===== config.mk =====
export PLATFORM = sky130hd
export DESIGN_NAME = phase_timer
export DESIGN_NICKNAME = d
export VERILOG_FILES = /design/src/pkg/phase_timer_pkg.sv /design/src/core/phase_timer.sv
export SDC_FILE = /design/constraint.sdc
export NUM_CORES = 1
export LEC_CHECK = 0
export BUFFER_PORTS_ARGS = -buffer_cell sky130_fd_sc_hd__clkbuf_2
export CAP_MARGIN = 30
export CORE_ASPECT_RATIO = 0.7
export CORE_MARGIN = 2
export CORE_UTILIZATION = 26
export DETAILED_ROUTE_END_ITERATION = 10
export HOLD_SLACK_MARGIN = 0.06
export SYNTH_ARGS = -nofsm -noshare
export SYNTH_HDL_FRONTEND = slang
export SYNTH_SLANG_ARGS = --single-unit

===== constraint.sdc =====
create_clock -name mclk -period 3.7 [get_ports mclk]
set_input_delay 0.185 -clock mclk [delete_from_list [all_inputs] [get_ports mclk]]
set_output_delay 0.185 -clock mclk [all_outputs]
set_load 0.05 [all_outputs]

===== src/pkg/phase_timer_pkg.sv =====
// Constants and types shared by the phase capture timer
package phase_timer_pkg;

  // ----------------------------------------------------------------
  // Widths and reset values
  // ----------------------------------------------------------------
  localparam int CNT_W = 10;
  localparam int PAIR_W = 12;
  localparam logic [9:0] CNT_MAX = 10'h3ff;
  localparam logic [9:0] CNT_RESET = 10'h000;
  localparam logic [7:0] BYTE_RESET = 8'h00;
  localparam logic [11:0] PAIR_RESET = 12'h000;

  // ----------------------------------------------------------------
  // Byte-pair register selectors
  // ----------------------------------------------------------------
  localparam int NUM_PAIRS = 9;
  localparam logic [3:0] SEL_PWM_COUNTER = 4'h0;
  localparam logic [3:0] SEL_PWM_PERIOD = 4'h1;
  localparam logic [3:0] SEL_PWM_DUTY = 4'h2;
  localparam logic [3:0] SEL_DEAD_TIME_0 = 4'h3;
  localparam logic [3:0] SEL_DEAD_TIME_1 = 4'h4;
  localparam logic [3:0] SEL_PERIOD_UPPER = 4'h5;
  localparam logic [3:0] SEL_PERIOD_LOWER = 4'h6;
  localparam logic [3:0] SEL_LIVE_COUNT = 4'h7;
  localparam logic [3:0] SEL_CAPTURE = 4'h8;

  // ----------------------------------------------------------------
  // Field encodings
  // ----------------------------------------------------------------
  localparam logic [1:0] EDGE_RISE = 2'h0;
  localparam logic [1:0] EDGE_FALL = 2'h1;
  localparam logic [2:0] CLK_EVENT = 3'h7;
  // Wait windows in slow-clock ticks, by wait_window_select
  localparam int WAIT_BASE_LOG2 = 6;

  // Byte access from the CPU side
  typedef struct packed {
    logic wr;
    logic rd;
    logic [3:0] sel;
    logic high;
    logic [7:0] wdata;
  } byte_req_t;

  // Mode and control bits
  typedef struct packed {
    logic timer_mode_bit1;
    logic timer_mode_bit0;
    logic [1:0] edge_select;
    logic [2:0] counter_clock_select;
    logic [2:0] wait_window_select;
    logic event_source_select;
    logic phase_source_select;
    logic period_limit_enable;
  } timer_cfg_t;

endpackage


===== src/core/phase_timer.sv =====
// Phase capture timer with byte-buffered register pairs
`timescale 1ns/1ps
module phase_timer
  import phase_timer_pkg::*;
#(
  parameter int WAIT_BASE = 64 // Ticks of shortest wait window
) (
  input wire logic mclk, // System clock
  input wire logic rst, // Synchronous reset, active high
  input wire timer_cfg_t cfg, // Mode, select and limit bits
  input wire logic run_set, // Pulse: software sets run enable
  input wire logic run_clr, // Pulse: software clears run enable
  input wire logic fast_clk_tick, // Enable pulse, fast-clock ratio
  input wire logic slow_clk_tick, // Enable pulse, low-speed clock
  input wire logic [1:0] sys_div_sel, // System clock ratio 1,2,4,8
  input wire logic zero_current_sig_0, // Comparator 0 zero-current
  input wire logic zero_current_sig_1, // Comparator 1 zero-current
  input wire logic phase_0, // Phase detector 0 output
  input wire logic phase_1, // Phase detector 1 output
  input wire logic capture_flag_clr, // Pulse: clear capture flag
  input wire logic overflow_flag_clr, // Pulse: clear overflow flag
  input wire byte_req_t req, // Byte read or write
  output logic [7:0] rdata, // Read data, valid cycle after rd
  output logic counter_run_enable, // Run enable state
  output logic capture_irq_flag, // Capture or window-end flag
  output logic overflow_irq_flag, // Timer overflow flag
  output logic [9:0] live_count, // Counter value
  output logic [11:0] pwm_period // Period register value
);

  // Longest window, WAIT_BASE shifted by seven, must fit the 17-bit counter
  if (WAIT_BASE < 1 || WAIT_BASE > 1023) begin : g_bad_wait_base
    $error("WAIT_BASE out of range");
  end

  // ----------------------------------------------------------------
  // Input synchronisers (three stages, agree on stages two and three)
  // ----------------------------------------------------------------
  logic [2:0] zc0_sync_reg, zc1_sync_reg, ph0_sync_reg, ph1_sync_reg;
  logic zc0_reg, zc1_reg, ph0_reg, ph1_reg;

  always_ff @(posedge mclk) begin
    if (rst) begin
      zc0_sync_reg <= 3'h0;
      zc1_sync_reg <= 3'h0;
      ph0_sync_reg <= 3'h0;
      ph1_sync_reg <= 3'h0;
    end else begin
      zc0_sync_reg <= {zc0_sync_reg[1:0], zero_current_sig_0};
      zc1_sync_reg <= {zc1_sync_reg[1:0], zero_current_sig_1};
      ph0_sync_reg <= {ph0_sync_reg[1:0], phase_0};
      ph1_sync_reg <= {ph1_sync_reg[1:0], phase_1};
    end
  end

  always_ff @(posedge mclk) begin
    if (rst) begin
      zc0_reg <= 1'b0;
      zc1_reg <= 1'b0;
      ph0_reg <= 1'b0;
      ph1_reg <= 1'b0;
    end else begin
      if (zc0_sync_reg[2] == zc0_sync_reg[1]) zc0_reg <= zc0_sync_reg[2];
      if (zc1_sync_reg[2] == zc1_sync_reg[1]) zc1_reg <= zc1_sync_reg[2];
      if (ph0_sync_reg[2] == ph0_sync_reg[1]) ph0_reg <= ph0_sync_reg[2];
      if (ph1_sync_reg[2] == ph1_sync_reg[1]) ph1_reg <= ph1_sync_reg[2];
    end
  end

  // ----------------------------------------------------------------
  // Source selection and edge detection
  // ----------------------------------------------------------------
  logic event_input, phase_in, event_prev_reg, phase_prev_reg;
  logic event_rise, phase_rise, phase_fall, phase_edge;
  logic capture_mode;

  assign event_input = cfg.event_source_select ? zc1_reg : zc0_reg;
  assign phase_in = cfg.phase_source_select ? ph1_reg : ph0_reg;
  assign capture_mode = ~cfg.timer_mode_bit1;

  always_ff @(posedge mclk) begin
    if (rst) begin
      event_prev_reg <= 1'b0;
      phase_prev_reg <= 1'b0;
    end else begin
      event_prev_reg <= event_input;
      phase_prev_reg <= phase_in;
    end
  end

  assign event_rise = event_input & ~event_prev_reg;
  assign phase_rise = phase_in & ~phase_prev_reg;
  assign phase_fall = ~phase_in & phase_prev_reg;

  always_comb begin
    unique case (cfg.edge_select)
      EDGE_RISE: phase_edge = phase_rise;
      EDGE_FALL: phase_edge = phase_fall;
      default: phase_edge = phase_rise | phase_fall;
    endcase
  end

  // ----------------------------------------------------------------
  // Counter clock enable
  // ----------------------------------------------------------------
  logic [2:0] div_reg;
  logic count_tick;

  always_ff @(posedge mclk) begin
    if (rst) div_reg <= 3'h0;
    else div_reg <= div_reg + 3'h1;
  end

  always_comb begin
    unique case (cfg.counter_clock_select)
      3'h0: count_tick = 1'b1;
      3'h1: count_tick = (div_reg[0] == 1'b0);
      3'h2: count_tick = (div_reg[1:0] == 2'h0);
      3'h3: count_tick = (div_reg == 3'h0) && (sys_div_sel != 2'h0);
      3'h4: count_tick = fast_clk_tick;
      3'h5: count_tick = slow_clk_tick;
      3'h6: count_tick = (div_reg[1:0] == 2'h0) | sys_div_sel[1];
      default: count_tick = event_rise;
    endcase
  end

  // ----------------------------------------------------------------
  // Run enable, counter, wait window
  // ----------------------------------------------------------------
  logic run_prev_reg, run_start, window_end;
  logic [16:0] wait_cnt_reg;
  logic [16:0] wait_limit;

  assign run_start = counter_run_enable & ~run_prev_reg;
  // Window measured in slow-clock ticks so it is independent of source
  assign wait_limit = 17'(WAIT_BASE << cfg.wait_window_select);
  assign window_end = counter_run_enable & ~capture_mode & ~run_start
    & slow_clk_tick & (wait_cnt_reg + 17'h1 >= wait_limit);

  always_ff @(posedge mclk) begin
    if (rst) counter_run_enable <= 1'b0;
    else if (run_set) counter_run_enable <= 1'b1;
    else if (run_clr || window_end) counter_run_enable <= 1'b0;
  end

  always_ff @(posedge mclk) begin
    if (rst) run_prev_reg <= 1'b0;
    else run_prev_reg <= counter_run_enable;
  end

  always_ff @(posedge mclk) begin
    if (rst) wait_cnt_reg <= 17'h0;
    else if (run_start) wait_cnt_reg <= 17'h0;
    else if (counter_run_enable && slow_clk_tick)
      wait_cnt_reg <= wait_cnt_reg + 17'h1;
  end

  always_ff @(posedge mclk) begin
    if (rst) live_count <= CNT_RESET;
    else if (run_start) live_count <= CNT_RESET;
    else if (counter_run_enable && count_tick)
      live_count <= live_count + 10'h1;
  end

  // ----------------------------------------------------------------
  // Capture register and flags
  // ----------------------------------------------------------------
  logic [9:0] capture_value;
  logic cap_event, ovf_event, cap_write;
  logic [11:0] wr_pair;

  assign cap_event = (capture_mode & counter_run_enable & phase_edge)
    | window_end;
  assign ovf_event = ~capture_mode & counter_run_enable & count_tick
    & (live_count == CNT_MAX);

  always_ff @(posedge mclk) begin
    if (rst) capture_value <= CNT_RESET;
    else if (cap_event) capture_value <= live_count;
    else if (cap_write) capture_value <= wr_pair[9:0];
  end

  // Hardware set wins over a clear in the same cycle
  always_ff @(posedge mclk) begin
    if (rst) capture_irq_flag <= 1'b0;
    else if (cap_event) capture_irq_flag <= 1'b1;
    else if (capture_flag_clr) capture_irq_flag <= 1'b0;
  end

  always_ff @(posedge mclk) begin
    if (rst) overflow_irq_flag <= 1'b0;
    else if (ovf_event) overflow_irq_flag <= 1'b1;
    else if (overflow_flag_clr) overflow_irq_flag <= 1'b0;
  end

  // ----------------------------------------------------------------
  // Byte-buffered register pairs
  // ----------------------------------------------------------------
  logic [7:0] low_buf_reg;
  logic [11:0] pair_reg [NUM_PAIRS];
  logic [11:0] pair_val [NUM_PAIRS];
  logic hi_wr, hi_rd, lo_rd;

  assign hi_wr = req.wr & req.high;
  assign hi_rd = req.rd & req.high;
  assign lo_rd = req.rd & ~req.high;
  assign wr_pair = {req.wdata[3:0], low_buf_reg};
  assign cap_write = hi_wr && (req.sel == SEL_CAPTURE);

  // Buffer: low write loads it, high read refills it
  always_ff @(posedge mclk) begin
    if (rst) low_buf_reg <= BYTE_RESET;
    else if (req.wr && !req.high) low_buf_reg <= req.wdata;
    else if (hi_rd && req.sel < 4'(NUM_PAIRS))
      low_buf_reg <= pair_val[req.sel][7:0];
  end

  genvar gi;
  generate
    for (gi = 0; gi < NUM_PAIRS; gi++) begin : g_pair
      if (gi == SEL_LIVE_COUNT) begin : g_live
        assign pair_reg[gi] = PAIR_RESET;
        assign pair_val[gi] = {2'h0, live_count};
      end else if (gi == SEL_CAPTURE) begin : g_cap
        assign pair_reg[gi] = PAIR_RESET;
        assign pair_val[gi] = {2'h0, capture_value};
      end else begin : g_store
        logic [11:0] store_reg;
        logic accept;
        // Limit compares the full assembled 12-bit value
        assign accept = (gi != SEL_PWM_PERIOD) || !cfg.period_limit_enable
          || (wr_pair <= pair_reg[SEL_PERIOD_UPPER]);
        always_ff @(posedge mclk) begin
          if (rst) store_reg <= PAIR_RESET;
          else if (hi_wr && req.sel == 4'(gi) && accept)
            store_reg <= wr_pair;
        end
        assign pair_reg[gi] = store_reg;
        assign pair_val[gi] = store_reg;
      end
    end
  endgenerate

  assign pwm_period = pair_reg[SEL_PWM_PERIOD];

  // High reads direct, low reads return the buffer
  always_ff @(posedge mclk) begin
    if (rst) rdata <= BYTE_RESET;
    else if (lo_rd) rdata <= low_buf_reg;
    else if (hi_rd && req.sel < 4'(NUM_PAIRS))
      rdata <= {4'h0, pair_val[req.sel][11:8]};
    else if (hi_rd) rdata <= BYTE_RESET;
  end

endmodule


==> reports/qor.yml, run 1 <==
status: "completed"
grt_max_degree: 115
switchingPower_mw: 1.01
multi_input_area_sq_um: 4700
first_pass_iters: 5
routed_wl_mm: 23.2
met1_usage_pct: 20.8
synthFlopType: "dfxtp_1"
crit_fanout: 11
place_congestion: 0.773
cts_tree: "built"
finalHoldViolations: 0
ant_nets: 0
r2r_slack_ps: 400
grt_busiest_layer: "met1"
syn2layout_area_growth_pct: 18.9
synth_fp_nets: 983
fin_crit_ps: 3300
synth_seq_area_share_pct: 39.1
fillCellCount: 3245
clock_skew_ps: 14.6
path_class: "flip-flop to flip-flop"
insertedDiodeCount: 0
cts_buffer_depth: 2
worst_slack_ps: 403
setup_viol: 0
combPwrFrac_pct: 7.8
ios: 75
rows: 54
pwr-share-clk_pct: 48.9
clk_pin_slew_ps: 70
holdWs_ps: 67.9
clock-root-buffer: "clkbuf_16"
post_cts_buffers: 0
cp.required_ps: 4040
grtUsageMet2_pct: 20.3
num_vias: 6906
arrival_ps: 3630
rsz0062_at_grt: "false"
max_freq_mhz: 303
synth_edf_count: 0
syn-instance-count: 914
ys_seq_elements: 162
hold_start: "capture_flag_clr"
via_per_inst: 4.93
grt_overflow: 0
worst_pin_slew_ps: 895
maxCapViolations: 0
antenna_found_initial: 0
worstHoldPathType: "input port to flip-flop"
async_flop_share_pct: 0
cts_resized: 0
switching_share_pct: 24.4
final_cell_mix: "dfxtp_1 (162), nor2_1 (126), mux2i_1 (81)"
grt.met3_usage_pct: 3.38
grt_usage_pct: 14.1
io_buffers: 73
p_leak_nw: 3.71
nets: 1037
syn_avg_cell_area_sq_um: 9.08
holdPathStages: 3
r2r_end: "capture_value[2]$_SDFFE_PP0P_"
cp-start-kind: "flip-flop"
drive_gt1_share_pct: 17.5
worstHoldEndpoint: "capture_irq_flag$_SDFFE_PP0P_"
core_area_sq_um: 31300
largest_reg_flops: 72
r2r_cells: 14
setup_tns_ps: 0
pwr_density_cell_nw_per_um2: 421
cp-end-kind: "flip-flop"
die_area_sq_um: 33400
fin_cells: 1401
dp_hpwl_mm: 15.8
synth_warnings: 0
synth_cell_types: 60
regArea_sq_um: 3240
p_seq_share_pct: 43.3
wire_per_inst_um: 16.5
fp.dieH_um: 153
cts_max_level: 4
vdd.ir_drop.worst_uv: 371
internal-power_mw: 3.14
final_util_pct: 31.5
maxSlewViolCount: 0
die_x_um: 218
grt_pass1_wl_mm: 36.8
syn_area_sq_um: 8300
worst_skew_pair.late_latency_ps: 440
drt_iter0_drc: 431
cts_made_buffers: 17
dp.cells: 1358
drc: 0
final_common_cell: "dfxtp_1"
clock_sinks: 162
start_util_pct: 26.5
place_ws_ps: 388
timing.rr.start: "wait_cnt_reg[0]$_SDFFE_PP0P_"
grt_pass1_vias: 6513
slew_headroom_pct: 40.2
post-route-period-util_pct: 89.1
critical path, cell delays in order, from the launching register on:
cell and delay, ps:
dfxtp_1 420, ha_1 260, nand3_1 180, or2_2 370
nor2_1 140, xor2_1 180, ha_1 280, a21oi_1 150
o21ai_0 90, o21ai_0 190, buf_4 160, a31oi_4 100
nor2_2 110, buf_4 230, mux2_2 350
power by group through the flow:
stage	combinational, mW	clock (mW)	sequential, mW
after floorplan	0.189	0	1.84
after global placement	0.307	0	1.84
after detailed placement	0.314	0	1.84
after CTS	0.324	2.05	1.80
after global routing	0.351	2.13	1.80
final	0.324	2.03	1.80
layer usage:
| metal | vias up | share of wire, % |
|---|---|---|
| li1 | 3331 | - |
| met1 | 3345 | 50 |
| met2 | 211 | 42 |
| met3 | 19 | 6.9 |
| met4 | 0 | 1.1 |
| met5 | - | 0 |
synthesized netlist by cell type (3+ instances only):
cell | number | share of area, %
inv_1 | 25 | 1.1
nand3b_1 | 10 | 0.90
clkbuf_1 | 50 | 2.3
a21oi_1 | 48 | 2.9
nand3_1 | 47 | 2.8
xor2_1 | 11 | 1.2
or2_2 | 3 | 0.23
and3_1 | 5 | 0.38
o21ai_0 | 42 | 2.5
nor2b_1 | 24 | 1.8
dfxtp_1 | 162 | 39
mux2_4 | 7 | 1.3
or3_1 | 7 | 0.53
nor3_1 | 12 | 0.72
nand2_1 | 57 | 2.6
o21a_1 | 6 | 0.54
buf_2 | 11 | 0.66
a32oi_1 | 12 | 1.3
nand4_1 | 9 | 0.68
nor2_1 | 126 | 5.7
nor3b_1 | 24 | 2.2
a211oi_1 | 7 | 0.63
mux4_2 | 22 | 6.0
mux2i_1 | 81 | 9.8
nand2b_1 | 12 | 0.90
xnor2_1 | 21 | 2.2
buf_1 | 5 | 0.23
ha_1 | 27 | 4.1
a22oi_1 | 3 | 0.27
logic make-up after synthesis:
kind of cell | synth area share, %
xor gates and xnor gates | 3.38
buffers and inverters | 4.42
adders and majority gates | 4.07
and+or+nand+nor | 20.9
DFF | 39.1
AOI/OAI and AO/OA | 10.9
muxes | 17.3
layout make-up:
| class | instances | area share, % |
|---|---|---|
| multi-input combinational | 660 | 47.6 |
| sequential | 162 | 32.9 |
| timing repair buffer | 102 | 6.42 |
| tap | 420 | 5.33 |
| clock buffer | 20 | 4.73 |
| clock inverter | 12 | 2.05 |
| inverter | 25 | 0.951 |
through the flow:
stage          total power, mW  instance area [sq um]
6_report                  4.15                   9870
5_1_grt                   4.28                   9870
4_1_cts                   4.17                   9870
3_5_place_dp              2.15                   9090
3_3_place_gp              2.14                   9070
2_1_floorplan             2.03                   8300
worst max-delay path by stage:
stage / start / end / slack (ps) / depth (start not counted)
detailed placement: wait_cnt_reg[0]$_SDFFE_PP0P_ / capture_value[2]$_SDFFE_PP0P_ / 390 / 14
global route: wait_cnt_reg[0]$_SDFFE_PP0P_ / capture_value[2]$_SDFFE_PP0P_ / 80 / 14
CTS: wait_cnt_reg[0]$_SDFFE_PP0P_ / capture_value[2]$_SDFFE_PP0P_ / 370 / 14
floorplan: wait_cnt_reg[0]$_SDFFE_PP0P_ / capture_value[3]$_SDFFE_PP0P_ / 690 / 13
finish: wait_cnt_reg[0]$_SDFFE_PP0P_ / capture_value[2]$_SDFFE_PP0P_ / 400 / 14
global placement: wait_cnt_reg[0]$_SDFFE_PP0P_ / capture_value[2]$_SDFFE_PP0P_ / 430 / 14
what timing repair did:
item                                    CTS  global route
endpoints found under the setup margin    0             0
hold buffers                             11             0
hold endpoints to repair                 10             0
No activity file was read; power rests on OpenSTA's default activity.
==> inputs of run 2 (changes only) <==
CORE_ASPECT_RATIO = default   (was 0.7)
GPL_ROUTABILITY_DRIVEN = 0   (was default)
==> run 2 against run 1 <==
Compared with the run above:
- die area barely moved
- first-iteration DRC count rose by 25%
- power fell by 3.2%
- non-clock buffer count fell by 6
- sequential share of layout area rose by 0.43 points
- critical path depth fell by 2
- fmax fell by 3.4%
- global-route usage fell by 0.10 points
- register-to-register slack got worse by 120 ps
- largest power group unchanged
- highest routed layer unchanged
==> reports/qor.yml, run 2 (synthesis gave the netlist of run 1 again) <==
maxCapViolations: 0  # unchanged
cp-start-kind: "flip-flop"
start_util_pct: 26.4  # -0.16 points
post-route-period-util_pct: 92.3  # +3.2 points
path_cells: "ha_1, nand3_1, or2_2, nor2_1, xor2_1, ha_1, a21oi_1, o21ai_0, o21ai_0, a41oi_1, o2bb2ai_1, dlygate4sd3_1"
critPathSlowestCell: "dlygate4sd3_1"
ant_nets: 0  # unchanged
die_area_sq_um: 33400  # about the same
cts_tree: "built"
worst_skew_pair.late_latency_ps: 440  # about the same
antenna_found_initial: 0  # unchanged
maxSlewViolCount: 0  # unchanged
first_pass_iters: 5  # unchanged
rows: 65  # +20%
die_x_um: 183  # -16%
grt_max_degree: 78  # -32%
drive_gt1_share_pct: 17.1  # -0.40 points
routed_wl_mm: 22.9  # -1.1%
setup_viol: 0  # unchanged
arrival_ps: 3790  # +160 ps
grt_pass1_wl_mm: 36.3  # -1.3%
crit_fanout: 5  # -6
rsz0062_at_grt: "false"
drc: 0  # unchanged
largest_reg_flops: 72  # unchanged
clock-root-buffer: "clkbuf_16"
ios: 75  # unchanged
holdWs_ps: 68.7  # +0.805 ps
num_vias: 6778  # -1.9%
cts_buffer_depth: 2  # unchanged
nets: 1031  # -0.58%
clock_sinks: 162  # unchanged
pwr_density_cell_nw_per_um2: 412  # -2.0%
slew_headroom_pct: 32.3  # -7.8 points
final_cell_mix: "dfxtp_1 (162), nor2_1 (126), mux2i_1 (81)"
cpPeakStageDelay_ps: 560  # +140 ps
core_area_sq_um: 31500  # +0.61%
cts_made_buffers: 17  # unchanged
place_area_sq_um: 9030  # -0.63%
via_per_inst: 4.92  # -0.14%
cts_max_level: 4  # unchanged
final_common_cell: "dfxtp_1"
io_buffers: 73  # unchanged
finalHoldViolations: 0  # unchanged
grt_overflow: 0  # unchanged
final_area_sq_um: 9740  # -1.3%
p_leak_nw: 3.67  # -1.2%
final_util_pct: 30.9  # -0.59 points
grt_pass1_vias: 6600  # +1.3%
fin_crit_ps: 3410  # +117 ps
cp-end-kind: "flip-flop"
worstHoldPathType: "input port to flip-flop"
clock_skew_ps: 11.2  # -3.36 ps
clk_pin_slew_ps: 70  # about the same
insertedDiodeCount: 0  # unchanged
fp.dieH_um: 183  # +19%
cp.required_ps: 4080  # +40 ps
vdd.ir_drop.worst_uv: 346  # -6.6%
grt_usage_pct: 14.0  # -0.10 points
drt_iter0_drc: 540  # +25%
syn2layout_area_growth_pct: 17.4
wire_per_inst_um: 16.6  # +0.65%
max_freq_mhz: 293  # -3.4%
dp_hpwl_mm: 16.1  # +1.7%
status: "completed"
path_class: "flip-flop to flip-flop"
worst_pin_slew_ps: 1010  # +119 ps
setup_tns_ps: 0  # unchanged
post_cts_buffers: 0  # unchanged
run 2: cell types whose count changed in the layout (fill, tap and decap cells not counted), sizes merged:
cell	before	now
clkinvlp	4	2
clkinv	2	0
clkbuf	92	95
bufinv	5	3
dlygate4sd3	11	8
inv	26	29
buf	19	16
run 2: timing repair:
| action | 4_1_cts | 5_1_grt |
|---|---|---|
| resized for setup | 0 | 0 |
| endpoints found under the hold margin | 7 | 0 |
| hold buffers | 8 | 0 |
run 2: path summary, 6_finish.rpt:
kind                                                         to  cells past startpoint  slack, ps                          from
worst min-delay path                  event_prev_reg$_SDFF_PP0_                      3         70                        cfg[2]
worst max-delay path            counter_run_enable$_SDFFE_PP0P_                     12        290  wait_cnt_reg[0]$_SDFFE_PP0P_
worst max register to register  counter_run_enable$_SDFFE_PP0P_                     12        290  wait_cnt_reg[0]$_SDFFE_PP0P_
worst min register to register       ph1_sync_reg[1]$_SDFF_PP0_                      1        440    ph1_sync_reg[0]$_SDFF_PP0_
run 2: cell type report:
| cell class | count | area [sq um] |
|---|---|---|
| clock buffers | 23 | 488 |
| flip-flops and latches | 162 | 3240 |
| well taps | 402 | 503 |
| repair buffers | 96 | 568 |
| clock inverters | 9 | 143 |
| multi-input cells | 660 | 4700 |
| fillers | 3281 | 21700 |
| inverters | 25 | 93.8 |
run 2: per-layer routing:
layer | vias up | GRT usage (%) | share of wire, %
met5 | - | 0 | 0
met4 | 0 | 5.06 | 2.1
met3 | 30 | 3.81 | 7.0
met2 | 181 | 22.3 | 46
met1 | 3253 | 18.2 | 45
li1 | 3314 | - | -
run 2: stage by stage:
stage	setup slack [ps]	instances	power (mW)
6_report	286	1377	4.02
5_1_grt	22.7	1377	4.16
4_1_cts	326	1377	4.06
3_5_place_dp	400	1337	2.14
3_3_place_gp	397	1336	2.13
2_1_floorplan	694	914	2.03
run 2: worst max-delay path: cells and delay by family, from the launching register on:
| kind | cells | cell delay [ps] |
|---|---|---|
| compound gates | 5 | 1010 |
| simple gates | 3 | 670 |
| buf+inv | 1 | 560 |
| xor+xnor | 1 | 170 |
| flops | 1 | 420 |
| fa+ha+maj | 2 | 520 |
run 2: power by group:
group,internal (mW),switching (mW)
Sequential,1.77,0.0353
Combinational,0.107,0.197
Clock,1.15,0.761
==> inputs of run 3 (changes only) <==
CELL_PAD_IN_SITES_DETAIL_PLACEMENT = 1   (was default)
CELL_PAD_IN_SITES_GLOBAL_PLACEMENT = 1   (was default)
PLACE_DENSITY_LB_ADDON = 0.1   (was default)
==> run 3 against run 2 <==
Compared with the run above:
- clock power shrank 9%
- critical path depth rose by 1
- power fell by 3.8%
- cell count increased by 1.1%
- die area did not move
- design area grew 0.63%
- non-clock buffer count rose by 15
- hold slack better by 12 ps
- clock skew is 2.2 ps higher
- critical path type unchanged
==> reports/qor.yml, run 3 (synthesis gave the netlist of run 1 again) <==
status: "completed"
place_area_sq_um: 9120  # +1.0%
grt_usage_pct: 16.7  # +2.6 points
critPathSlowestCell: "dlygate4sd3_1"
clock_sinks: 162  # unchanged
vdd.ir_drop.worst_uv: 327  # -5.5%
cts_made_buffers: 17  # unchanged
rsz0062_at_grt: "false"
dp_hpwl_mm: 18.6  # +16%
fin_crit_ps: 3300  # -116 ps
final_cell_mix: "dfxtp_1 (162), nor2_1 (126), mux2i_1 (81)"
clock_skew_ps: 13.5  # +2.23 ps
r2r_slack_ps: 400  # +120 ps
cp-start-kind: "flip-flop"
p_leak_nw: 3.71  # +1.2%
path_class: "flip-flop to flip-flop"
ios: 75  # unchanged
grt_pass1_vias: 7189  # +8.9%
maxCapViolations: 0  # unchanged
die_area_sq_um: 33400  # unchanged
post-route-period-util_pct: 89.1  # -3.1 points
holdWs_ps: 80.3  # +11.6 ps
grt_overflow: 0  # unchanged
setup_tns_ps: 0  # unchanged
worst_pin_slew_ps: 925  # -88.7 ps
final_common_cell: "dfxtp_1"
insertedDiodeCount: 0  # unchanged
drt_iter0_drc: 355  # -34%
antenna_found_initial: 0  # unchanged
drive_gt1_share_pct: 18.2  # +1.1 points
via_per_inst: 4.88  # -0.89%
grtUsageMet2_pct: 28.7  # +6.4 points
wire_per_inst_um: 19.3  # +16%
critPathTopFamily: "compound AO/OA/AOI/OAI gates"
io_buffers: 73  # unchanged
clk_pin_slew_ps: 70  # about the same
cts_tree: "built"
clock-root-buffer: "clkbuf_16"
grt_busiest_layer: "met2"
first_pass_iters: 4  # -1
cts_max_level: 4  # unchanged
met1_usage_pct: 21.3  # +3.0 points
worstHoldPathType: "input port to flip-flop"
cpPeakStageDelay_ps: 550  # about the same
grt_max_degree: 80  # +2.6%
setup_viol: 0  # unchanged
num_vias: 6791  # +0.19%
grt.met3_usage_pct: 2.81  # -1.0 points
fp.dieH_um: 183  # unchanged
slew_headroom_pct: 38.2  # +5.8 points
syn2layout_area_growth_pct: 18.1
cp-end-kind: "flip-flop"
arrival_ps: 3680  # -110 ps
maxSlewViolCount: 0  # unchanged
grt_pass1_wl_mm: 42.4  # +17%
cp.required_ps: 4080  # about the same
largest_reg_flops: 72  # unchanged
routed_wl_mm: 26.8  # +17%
final_util_pct: 31.1  # +0.19 points
core_area_sq_um: 31500  # unchanged
path_cells: "ha_1, nand3_1, or2_2, nor2_1, xor2_1, ha_1, a21oi_1, o21ai_0, o21ai_0, buf_4, a41oi_1, o2bb2ai_1, dlygate4sd3_1"
pwr_density_cell_nw_per_um2: 394  # -4.4%
ant_nets: 0  # unchanged
nets: 1046  # +1.5%
fillCellCount: 3607  # +9.9%
cts_buffer_depth: 2  # unchanged
finalHoldViolations: 0  # unchanged
start_util_pct: 26.4  # unchanged
rows: 65  # unchanged
die_x_um: 183  # unchanged
crit_fanout: 5  # unchanged
drc: 0  # unchanged
max_freq_mhz: 303  # +3.5%
final_area_sq_um: 9800  # +0.63%
worst_skew_pair.late_latency_ps: 440  # about the same
critPathBufInv: 2  # +1
-- run 3: path summary, 6_finish.rpt --
| check | from | endpoint | cells past startpoint |
|---|---|---|---|
| max | wait_cnt_reg[0]$_SDFFE_PP0P_ | counter_run_enable$_SDFFE_PP0P_ | 13 |
| min | cfg[1] | phase_prev_reg$_SDFF_PP0_ | 3 |
| max reg2reg | wait_cnt_reg[0]$_SDFFE_PP0P_ | counter_run_enable$_SDFFE_PP0P_ | 13 |
| min reg2reg | zc0_sync_reg[0]$_SDFF_PP0_ | zc0_sync_reg[1]$_SDFF_PP0_ | 1 |
-- run 3: repair_timing --
| item | 4_1_cts | 5_1_grt |
|---|---|---|
| resized for setup | 0 | 0 |
| buffers inserted | 0 | 0 |
| hold buffers | 13 | 0 |
| endpoints found under the hold margin | 13 | 0 |
-- run 3: power by group --
part	switching, mW	internal, mW
clock network	0.822	0.905
logic	0.227	0.118
registers	0.0226	1.77
-- run 3: area by class of cell --
| class | count | area, sq um | area share (%) |
|---|---|---|---|
| timing repair buffer | 111 | 702 | 7.16 |
| clock inverter | 13 | 98.8 | 1.01 |
| inverter | 25 | 93.8 | 0.957 |
| tap | 402 | 503 | 5.13 |
| multi-input combinational | 660 | 4710 | 48.0 |
| sequential | 162 | 3240 | 33.1 |
| clock buffer | 19 | 453 | 4.62 |
-- run 3: stage by stage --
stage                     power (mW)  instances  setup WS (ps)
after floorplan                 2.03        914            694
after global placement          2.17       1345            464
after detailed placement        2.17       1347            395
after CTS                       3.94       1392            351
after global routing            4.04       1392           35.3
final                           3.86       1392            402
-- run 3: worst reg2reg max path, delay by kind of cell (launching register included) --
family	cells	cell delay (ps)
flip-flops	1	410
AO/OA/AOI/OAI	5	710
adder cells (fa/ha/maj)	2	540
XOR/XNOR	1	200
buffers and inverters	2	710
AND/OR/NAND/NOR	3	670
-- run 3: layer usage --
layer,vias up,part of all wire (%)
li1,3344,-
met1,3355,47
met2,73,49
met3,19,2.2
met4,0,2.0
met5,-,0
